**src/design/ext_io_pkg.sv**
```systemverilog
package ext_io_pkg;
  // ==========================================================================
  // Geometry
  localparam int unsigned NUM_EXT_BLOCKS = 8;
  localparam int unsigned BLOCK_BITS = 8;
  localparam int unsigned EXT_BITS = 64;
  localparam int unsigned WORD_BITS = 16;
  localparam int unsigned NUM_WORDS = 4;
  localparam int unsigned FIRST_EXT_INDEX = 17;
  localparam int unsigned LAST_EXT_INDEX = 80;
  localparam int unsigned FIRST_MAIN_INDEX = 1;
  localparam int unsigned LAST_MAIN_INDEX = 8;
  localparam int unsigned FIRST_EXT_BLOCK = 2;
  localparam int unsigned LAST_EXT_BLOCK = 9;
  localparam int unsigned MAIN_BLOCK = 0;
  // ==========================================================================
  // Reset values
  localparam logic [7:0] DIR_RESET = 8'h00;
  localparam logic [7:0] MAIN_OUT_RESET = 8'h00;
  localparam logic [63:0] EXT_OUT_RESET = 64'h0000_0000_0000_0000;
  // ==========================================================================
  // Block 2 is output only on high axis count builds
  localparam int unsigned OUT_ONLY_BLOCK_POS = 0;
  // ==========================================================================
  // Command encoding
  typedef enum logic [2:0] {
    CMD_NONE,
    CMD_SET_BIT,
    CMD_CLEAR_BIT,
    CMD_COND_BIT,
    CMD_CONFIG,
    CMD_PORT_WRITE,
    CMD_SAVE
  } cmd_t;
endpackage : ext_io_pkg

```
**src/design/bit_index_decode.sv**
```systemverilog
`timescale 1ns/1ns
`default_nettype none
// ==========================================================================
// Point index to main or extended bit position
module bit_index_decode (
  input wire logic [6:0] index,
  output logic is_main,
  output logic is_ext,
  output logic [5:0] ext_pos,
  output logic [2:0] main_pos
);
  wire [6:0] ext_off = index - 7'(ext_io_pkg::FIRST_EXT_INDEX);
  wire [6:0] main_off = index - 7'(ext_io_pkg::FIRST_MAIN_INDEX);
  // Range checks; anything else is ignored
  assign is_main = (index >= 7'(ext_io_pkg::FIRST_MAIN_INDEX)) && (index <= 7'(ext_io_pkg::LAST_MAIN_INDEX));
  assign is_ext = (index >= 7'(ext_io_pkg::FIRST_EXT_INDEX)) && (index <= 7'(ext_io_pkg::LAST_EXT_INDEX));
  assign ext_pos = ext_off[5:0];
  assign main_pos = main_off[2:0];
endmodule : bit_index_decode
`default_nettype wire

```
**src/design/ext_io_port.sv**
```systemverilog
`timescale 1ns/1ns
`default_nettype none
// Function
// - 64 extended points, direction chosen per group of eight
// - Blocks 2..9 hold indices 17..80, ascending eight per block
// - Direction mask bit at 1 makes its block drive outputs
// - Direction mask bit at 0 makes its block inputs
// - Mask bit 0 is block 2, bit 7 is block 9
// - Without stored configuration the mask is zero, all inputs
// - Save request writes mask and output states to non-volatile store
// - Set and clear single output bit, index 1..8 or 17..80
// - Conditional write drives an output bit to the supplied level
// - Port write first argument sets the eight main outputs
// - Four 16-bit arguments set bits 17..80 in order, LSB first
// - Port write parts for input blocks are discarded
// - Given arguments overwrite their group; omitted groups keep state
// - Block read returns block 0 or 2..9 as eight bits
// - Single point query, index 17 is LSB of block 2
// - On high axis builds block 2 is output only
module ext_io_port #(
  parameter bit BLOCK2_OUT_ONLY = 1'b0
) (
  input wire logic clk_sys,
  input wire logic nrst,
  // Command port
  input wire logic cmd_valid,
  input wire logic [2:0] cmd_op,
  input wire logic [6:0] cmd_index,
  input wire logic cmd_level,
  input wire logic [7:0] block_direction_config,
  input wire logic [7:0] port_main_arg,
  input wire logic [63:0] port_ext_arg,
  input wire logic [4:0] port_arg_given,
  // Block read and point query
  input wire logic [3:0] block_read_cmd,
  output logic [7:0] block_read_data,
  output logic block_read_ok,
  input wire logic [6:0] query_index,
  output logic query_data,
  output logic query_ok,
  // Non-volatile store
  input wire logic nvm_valid,
  input wire logic [7:0] nvm_dir,
  input wire logic [7:0] nvm_main,
  input wire logic [63:0] nvm_ext,
  output logic save_to_nvm,
  output logic [7:0] save_dir,
  output logic [7:0] save_main,
  output logic [63:0] save_ext,
  // Pins
  output logic [7:0] main_out,
  input wire logic [7:0] main_in_pin,
  input wire logic [63:0] ext_in_pin,
  output logic [63:0] ext_out,
  output logic [63:0] ext_oe_n,
  output logic [7:0] dir_status
);
  // ==========================================================================
  // State
  typedef enum logic [1:0] {ST_LOAD, ST_RUN} init_t;
  init_t init_r;
  logic [7:0] dir_r;
  logic [7:0] dir_nxt;
  logic [7:0] main_r;
  logic [7:0] main_nxt;
  logic [63:0] ext_r;
  logic [63:0] ext_nxt;
  logic save_r;
  logic [7:0] save_dir_r;
  logic [7:0] save_main_r;
  logic [63:0] save_ext_r;
  logic [7:0] rd_r;
  logic rd_ok_r;
  logic q_r;
  logic q_ok_r;

  // ==========================================================================
  // Input synchronisers
  logic [63:0] ext_in_s;
  logic [7:0] main_in_s;
  sync3 #(.WIDTH(64)) u_sync_ext (
    .clk_sys(clk_sys),
    .nrst(nrst),
    .pin_in(ext_in_pin),
    .level_out(ext_in_s)
  );
  sync3 #(.WIDTH(8)) u_sync_main (
    .clk_sys(clk_sys),
    .nrst(nrst),
    .pin_in(main_in_pin),
    .level_out(main_in_s)
  );

  // ==========================================================================
  // Index decode for bit commands and queries
  logic c_main;
  logic c_ext;
  logic [5:0] c_epos;
  logic [2:0] c_mpos;
  logic q_main;
  logic q_ext;
  logic [5:0] q_epos;
  logic [2:0] q_mpos;
  bit_index_decode u_dec_cmd (
    .index(cmd_index),
    .is_main(c_main),
    .is_ext(c_ext),
    .ext_pos(c_epos),
    .main_pos(c_mpos)
  );
  bit_index_decode u_dec_query (
    .index(query_index),
    .is_main(q_main),
    .is_ext(q_ext),
    .ext_pos(q_epos),
    .main_pos(q_mpos)
  );

  // ==========================================================================
  // Per point direction, block 2 may be forced to output
  wire [7:0] dir_eff = dir_r | (BLOCK2_OUT_ONLY ? 8'h01 : 8'h00);
  logic [63:0] out_mask;
  always_comb begin
    for (int b = 0; b < 8; b++) begin
      out_mask[b*8 +: 8] = {8{dir_eff[b]}};
    end
  end

  // Bit command decode
  wire is_bit_cmd = cmd_valid && (init_r == ST_RUN) &&
                    (cmd_op == 3'(ext_io_pkg::CMD_SET_BIT) || cmd_op == 3'(ext_io_pkg::CMD_CLEAR_BIT) ||
                     cmd_op == 3'(ext_io_pkg::CMD_COND_BIT));
  wire bit_level = (cmd_op == 3'(ext_io_pkg::CMD_SET_BIT)) ? 1'b1 :
                   (cmd_op == 3'(ext_io_pkg::CMD_CLEAR_BIT)) ? 1'b0 : cmd_level;
  wire bit_ext_ok = is_bit_cmd && c_ext && out_mask[c_epos];
  wire bit_main_ok = is_bit_cmd && c_main;
  wire is_port = cmd_valid && (init_r == ST_RUN) && (cmd_op == 3'(ext_io_pkg::CMD_PORT_WRITE));
  wire is_cfg = cmd_valid && (init_r == ST_RUN) && (cmd_op == 3'(ext_io_pkg::CMD_CONFIG));
  wire is_save = cmd_valid && (init_r == ST_RUN) && (cmd_op == 3'(ext_io_pkg::CMD_SAVE));

  // Port write: given word over output points only, everything else kept
  logic [63:0] port_sel;
  always_comb begin
    for (int w = 0; w < 4; w++) begin
      port_sel[w*16 +: 16] = {16{port_arg_given[w+1]}};
    end
  end
  wire [63:0] port_wmask = port_sel & out_mask;
  wire [63:0] ext_port = (ext_r & ~port_wmask) | (port_ext_arg & port_wmask);

  // Next state selection
  always_comb begin
    dir_nxt = dir_r;
    main_nxt = main_r;
    ext_nxt = ext_r;
    if (init_r == ST_LOAD) begin
      dir_nxt = nvm_valid ? nvm_dir : ext_io_pkg::DIR_RESET;
      main_nxt = nvm_valid ? nvm_main : ext_io_pkg::MAIN_OUT_RESET;
      ext_nxt = nvm_valid ? nvm_ext : ext_io_pkg::EXT_OUT_RESET;
    end else if (is_cfg) begin
      dir_nxt = block_direction_config;
    end else if (is_port) begin
      if (port_arg_given[0]) begin
        main_nxt = port_main_arg;
      end
      ext_nxt = ext_port;
    end else if (bit_ext_ok) begin
      ext_nxt[c_epos] = bit_level;
    end else if (bit_main_ok) begin
      main_nxt[c_mpos] = bit_level;
    end
  end

  // Outputs and direction registers; ST_LOAD holds blocks 3..9 as input, and block 2 also unless BLOCK2_OUT_ONLY
  always_ff @(posedge clk_sys) begin
    if (!nrst) begin
      init_r <= ST_LOAD;
      dir_r <= ext_io_pkg::DIR_RESET;
      main_r <= ext_io_pkg::MAIN_OUT_RESET;
      ext_r <= ext_io_pkg::EXT_OUT_RESET;
    end else begin
      init_r <= ST_RUN;
      dir_r <= dir_nxt;
      main_r <= main_nxt;
      ext_r <= ext_nxt;
    end
  end

  // Snapshot for the non-volatile store, one cycle strobe
  always_ff @(posedge clk_sys) begin
    if (!nrst) begin
      save_r <= 1'b0;
      save_dir_r <= 8'h00;
      save_main_r <= 8'h00;
      save_ext_r <= 64'h0000_0000_0000_0000;
    end else begin
      save_r <= is_save;
      if (is_save) begin
        save_dir_r <= dir_r;
        save_main_r <= main_r;
        save_ext_r <= ext_r;
      end
    end
  end

  // ==========================================================================
  // Readback: extended output points show driven state, extended input points and main block 0 the pin
  wire [63:0] ext_view = (ext_r & out_mask) | (ext_in_s & ~out_mask);
  wire [3:0] blk_off = block_read_cmd - 4'(ext_io_pkg::FIRST_EXT_BLOCK);
  wire blk_main = (block_read_cmd == 4'(ext_io_pkg::MAIN_BLOCK));
  wire blk_ext = (block_read_cmd >= 4'(ext_io_pkg::FIRST_EXT_BLOCK)) &&
                 (block_read_cmd <= 4'(ext_io_pkg::LAST_EXT_BLOCK));
  wire [7:0] blk_val = blk_main ? main_in_s : (blk_ext ? ext_view[blk_off[2:0]*8 +: 8] : 8'h00);

  // Registered answers, one cycle after the request
  always_ff @(posedge clk_sys) begin
    if (!nrst) begin
      rd_r <= 8'h00;
      rd_ok_r <= 1'b0;
      q_r <= 1'b0;
      q_ok_r <= 1'b0;
    end else begin
      rd_r <= blk_val;
      rd_ok_r <= blk_main | blk_ext;
      q_r <= q_ext ? ext_view[q_epos] : (q_main ? main_in_s[q_mpos] : 1'b0);
      q_ok_r <= q_ext | q_main;
    end
  end

  // ==========================================================================
  // Port drive; enable low while driving
  assign ext_out = ext_r;
  assign ext_oe_n = ~out_mask;
  assign main_out = main_r;
  assign dir_status = dir_r;
  assign block_read_data = rd_r;
  assign block_read_ok = rd_ok_r;
  assign query_data = q_r;
  assign query_ok = q_ok_r;
  assign save_to_nvm = save_r;
  assign save_dir = save_dir_r;
  assign save_main = save_main_r;
  assign save_ext = save_ext_r;
endmodule : ext_io_port
`default_nettype wire

```
**src/design/sync3.sv**
```systemverilog
`timescale 1ns/1ns
`default_nettype none
// ==========================================================================
// Three stage pin synchroniser; accepts a change once stages two and three agree
module sync3 #(
  parameter int unsigned WIDTH = 64
) (
  input wire logic clk_sys,
  input wire logic nrst,
  input wire logic [WIDTH-1:0] pin_in,
  output logic [WIDTH-1:0] level_out
);
  logic [WIDTH-1:0] s1_r;
  logic [WIDTH-1:0] s2_r;
  logic [WIDTH-1:0] s3_r;
  logic [WIDTH-1:0] level_r;
  // Stage one feeds only stage two
  always_ff @(posedge clk_sys) begin
    if (!nrst) begin
      s1_r <= '0;
      s2_r <= '0;
      s3_r <= '0;
      level_r <= '0;
    end else begin
      s1_r <= pin_in;
      s2_r <= s1_r;
      s3_r <= s2_r;
      level_r <= (s2_r & s3_r) | (level_r & (s2_r | s3_r));
    end
  end
  assign level_out = level_r;
endmodule : sync3
`default_nettype wire

```
**config.mk**
```make
export PLATFORM = sky130hd
export DESIGN_NAME = ext_io_port
export DESIGN_NICKNAME = d
export VERILOG_FILES = /design/src/design/ext_io_pkg.sv /design/src/design/bit_index_decode.sv /design/src/design/ext_io_port.sv /design/src/design/sync3.sv
export SDC_FILE = /design/constraint.sdc
export NUM_CORES = 1
export LEC_CHECK = 0
export BUFFER_PORTS_ARGS = -buffer_cell sky130_fd_sc_hd__clkbuf_2
export CAP_MARGIN = 20
export CORE_AREA = 3 3 173 302
export CTS_BUF_LIST = sky130_fd_sc_hd__clkbuf_4 sky130_fd_sc_hd__clkbuf_8
export DETAILED_ROUTE_END_ITERATION = 16
export DIE_AREA = 0 0 176 305
export GPL_TIMING_DRIVEN = 0
export HOLD_SLACK_MARGIN = 0.15
export SLEW_MARGIN = 20
export SYNTH_ARGS = -nofsm -noshare
export SYNTH_HDL_FRONTEND = slang
export SYNTH_SLANG_ARGS = --single-unit
```
**constraint.sdc**
```tcl
create_clock -name clk_sys -period 6.4 [get_ports clk_sys]
set_input_delay 0.64 -clock clk_sys [delete_from_list [all_inputs] [get_ports clk_sys]]
set_output_delay 0.64 -clock clk_sys [all_outputs]
set_load 0.02 [all_outputs]
```
[After elaboration in Yosys (flattened, before gate mapping)]
Cells that the tools add are included.
Storage, ports and cells
  flip-flop bits (word level): 462
  logic and storage cells: 129
  output and inout port bits: 236
  bits of input ports: 263
Cells by class
  bitwise logic cells: 19
  multiplexer cells: 34
  reductions and logical operators: 24
  add/subtract/negate cells: 5
  eq/ne operators: 10
  shifts and indexed selects: 1
  $lt $le $gt $ge: 16
Operators with widths (number)
  $and 64x64->64: 7
  $mux 64: 5
  $or 64x64->64: 4
  $not 64->64: 2
  $mux 8: 12
  $bwmux 64: 1
  $shiftx 64x7->8: 1
  $and 8x8->8: 2
  $or 8x8->8: 2
  $logic_and 1x1->1: 15
  $ge 7x1->1 const B: 2
  $ge 7x5->1 const B: 2
  $le 7x4->1 const B: 2
  $le 7x7->1 const B: 2
  $lt 6x7->1 const B: 2
  $bmux 1 s6: 2
  $sub 6x5->6 const B: 2
  $mux 1: 10
  $eq 3x3->1 const B: 3
  $bwmux 8: 1
  $lt 3x4->1 const B: 2
  $demux 1 s6: 1
  $eq 3x2->1 const B: 2
  $ge 6x1->1 const B: 1
  20 further kinds: 24

[Logic depth before layout (Yosys ltp)]
  depth in word-level cells: 11
  gate-level depth with buffers: 13
  gate-level depth less buffers: 10

[Hierarchy]
Synthesis repeated with hierarchy kept, for this count alone.
Second synthesis, totals
  cell total of the unflattened synthesis: 2165
  area total of the unflattened synthesis: 20255.7 µm²
Modules (own cells, without submodules)
  ext_io_port: area each 11289.6 µm², cells each 1362, instances 1, seq. area each 3463.3 µm²
  sync3 (u_sync_ext): area each 7602.3 µm², cells each 668, instances 1, seq. area each 5124.9 µm²
  sync3 (u_sync_main): area each 960.9 µm², cells each 83, instances 1, seq. area each 640.6 µm²
  bit_index_decode: area each 201.4 µm², cells each 26, instances 2, seq. area each 0.0 µm²

[Worst setup path after synthesis]
OpenSTA, ideal clock, no wires.
  kind: input to register
  from: in query_index[0]
  to: reg q_r (netlist: query_data)
  arrival: 3.449 ns
  data required time: 6.275 ns
  slack: 2.825 ns
  path buffers: 2
  cell stages on the path: 10
  library setup time: 0.125 ns
  cells stage by stage: buf_2 -> clkinv_1 -> ha_1 -> buf_2 -> mux4_2 -> mux4_2 -> mux2_2 -> o22ai_1 -> a211o_1 -> o31ai_1
On the way
  cells in the longest elaborated chain, start to end: 5
  elaborated cells on any way between the ends: 14
  classes of those cells: 2 x add/sub; 4 x order compare; 6 x mux; 2 x reduce/logical
RTL lines
  from (decl): line ext_io_port.sv:38  | input wire logic [6:0] query_index,
  branches (longest 4 deep; another with $sub 6x5->6)
  $mux 1 (*): line ext_io_port.sv:225  | q_r <= q_ext ? ext_view[q_epos] : (q_main ? main_in_s[q_mpos] : 1'b0);
  to (signal assigned): line ext_io_port.sv:225
  to (decl): line ext_io_port.sv:74  | logic q_r;
Mark *: on every way between the ends. The select of a mux whose other input is x is not followed.
A chain may end at the register's enable or synchronous reset.

==> results.toml <==
[critical_path]
crit_path_end_kind = "flip-flop"
cpMaxStageDelayCell = "nand4_1"
worstPathArrival_ps = 4990
required_ps = 6980
crit_type = "primary input to flip-flop"
ff2ff_setup_slack_ps = 2400
r2r-start = "init_r[0]$_DFF_P_"
crit_family = "simple AND/OR/NAND/NOR gates"
critPathBufInv = 5
critPathMaxStageDelay_ps = 890
start_kind = "primary input"
ff2ff_path_depth = 7
cp_common_cell = "ha_1"
crit_fanout = 10
crit_chain = "clkbuf_2, buf_2, clkinv_1, ha_1, ha_1, clkbuf_1, inv_1, nor3_1, nand4_1, a21oi_1, mux2i_1"

[clock_network]
cts_htree_levels = 3
cts_root_buf = "clkbuf_8"
path_clk_slew_ps = 70
post_cts_buffers = 0
cts_tree = "built"
post_cts_resized = 0
clk_path_buf_depth = 3
cts.sinks = 461
clk_latency_ps = 660
cts_made_buffers = 70
postCtsHoldBufs = 1

[power]
p_int_mw = 4.78
power_frac_comb = 0.139
powerDensity_mw_per_mm2 = 268
power_frac_seq = 0.464
p_sw_mw = 1.88
swShare = 0.282
power_mw = 6.66
ir_drop_mv = 0.187
power_frac_clock = 0.397
p_leak_nw = 10.1

[logic_synthesis]
synth_top_family_by_area = "compound AO/OA/AOI/OAI gates"
yosysTopAreaCell = "dfxtp_1"
ys_ff_latch = 461
netlist.area_leader.share = 0.462
syn_inst = 2188
syn_nets = 2457
synth_compound_area_frac = 0.211
synth-edff-count = 0
synthTopCellsByCount = "461 x dfxtp_1, 325 x nand2_1, 250 x a21oi_1"
synth_xor_area_frac = 0.00263
netlist-cell-type-count = 75
synth_area_leaders = "dfxtp_1 46%, and2_1 6.8%, a21oi_1 6.3%"
avgSynthCellArea_sq_um = 9.12
seq_area_frac_synth = 0.462
async_flop_share = 0
yosysWarnings = 0
synthMuxAreaShare = 0.0847
synth-simple-area-share = 0.180
syn_area_sq_mm = 0.0200
synthAdderAreaFrac = 0.00376
synthFlopType = "dfxtp_1"
synth.most_common_cell = "dfxtp_1"

[timing]
max_freq_mhz = 227
setup_viol = 0
finalSetupTns_ps = 0
rsz0062_at_grt = "false"
hold_viol_final = 0
fin_skew_ps = 34.1
slew_viol_final = 0
slew_headroom = 0.265
finalWorstSetupSlack_ps = 1990
period_needed_ps = 4410
holdWs_ps = 205
worst_slew_pin_slew_ps = 1090
period_share = 0.690

[layout]
final_layout_size_suffix_gt1_frac = 0.281
syn_to_final_growth_pct = 24.6
fin_area_sq_mm = 0.0249
nFillCells = 4933
nets = 3025

[global_route]
overflow = 0
grt_pass1_vias = 19013
antenna_found_initial = 7
grt_pass1_wl_um = 127000
grt_usage = 0.323
grt_max_degree = 14

[floorplan]
row_count = 109
die_y_um = 305
start_util = 0.397
die_x_um = 176
core_sq_mm = 0.0503
io_pins = 499
dieArea_sq_mm = 0.0537

[place]
port_buffers = 493
pre_cts_ws_ps = 1450
hpwl_um = 73000
place_area_sq_mm = 0.0233
gp_congestion = 1.02

[min_path]
hold_path.class = "primary input to flip-flop"
hold_depth = 2
hold_start = "ext_in_pin[41]"
hold_end = "u_sync_ext.s1_r[41]$_SDFF_PN0_"

[routing]
drtPass1Iterations = 7
via_per_inst = 5.61
drc = 0
totalWireLength_um = 90500
drt_iter0_drc = 1596
antenna_left = 0
dr_total_vias = 19504
wire_per_inst_um = 26.0

[run]
drv_cap = 0

[outcome]
status = "finished clean"
logic make-up after synthesis:
group | Yosys count
simple gates | 730
compound gates | 641
flops | 461
buf+inv | 227
mux | 117
xor+xnor | 6
fa+ha+maj | 6
metrics by stage:
stage | util | std cells
after global routing | 0.494 | 3477
after global placement | 0.462 | 3347
final | 0.494 | 3477
after CTS | 0.494 | 3475
after floorplan | - | 2188
after detailed placement | 0.463 | 3349
final cells by class:
type                       instances  area, sq um  share of cell area
multi-input combinational       1500         9670               0.389
sequential                       461         9230               0.371
timing repair buffer             496         2490               0.100
clock buffer                     111         1400              0.0561
buffer                           203         1010              0.0405
tap                              666          833              0.0335
clock inverter                    14          154             0.00619
inverter                          24         90.1             0.00362
antenna                            2         5.00            0.000201
routing by layer:
layer | GRT usage | share of wire
met5 | 0 | 0.00038
met4 | 0.244 | 0.088
met3 | 0.0631 | 0.066
met2 | 0.567 | 0.50
met1 | 0.337 | 0.35
how the worst max path moves through the flow:
| stage | startpoint | to | cells after the start |
|---|---|---|---|
| 3_3_place_gp | query_index[0] | query_data$_SDFF_PN0_ | 12 |
| 5_1_grt | cmd_index[0] | flip-flop | 11 |
| 6_report | cmd_index[0] | flip-flop | 11 |
| 2_1_floorplan | query_index[0] | query_data$_SDFF_PN0_ | 10 |
| 3_5_place_dp | query_index[0] | query_data$_SDFF_PN0_ | 12 |
| 4_1_cts | query_index[0] | query_data$_SDFF_PN0_ | 14 |
power by group through the flow:
stage | clock network (mW) | logic, mW | registers [mW]
floorplan | 0 | 0.487 | 3.13
global placement | 0 | 0.909 | 3.15
detailed placement | 0 | 0.914 | 3.15
CTS | 2.70 | 0.918 | 3.09
global route | 2.82 | 0.978 | 3.09
finish | 2.64 | 0.927 | 3.09
cells in the final DEF (no fill, tap or decap), types with 14 or more instances in the layout:
cell	count
inv_1	21
o211ai_1	14
clkbuf_4	21
nor2_1	64
nor2b_1	31
mux4_2	41
mux2i_1	71
a22oi_1	43
dfxtp_1	461
a21oi_1	249
nand2_1	325
clkbuf_2	494
clkbuf_1	121
o221a_2	29
a222oi_1	29
clkbuf_8	90
o21ai_0	112
a211oi_1	42
buf_4	62
nor3_1	28
and2_1	217
No activity file was read; power rests on OpenSTA's default activity.
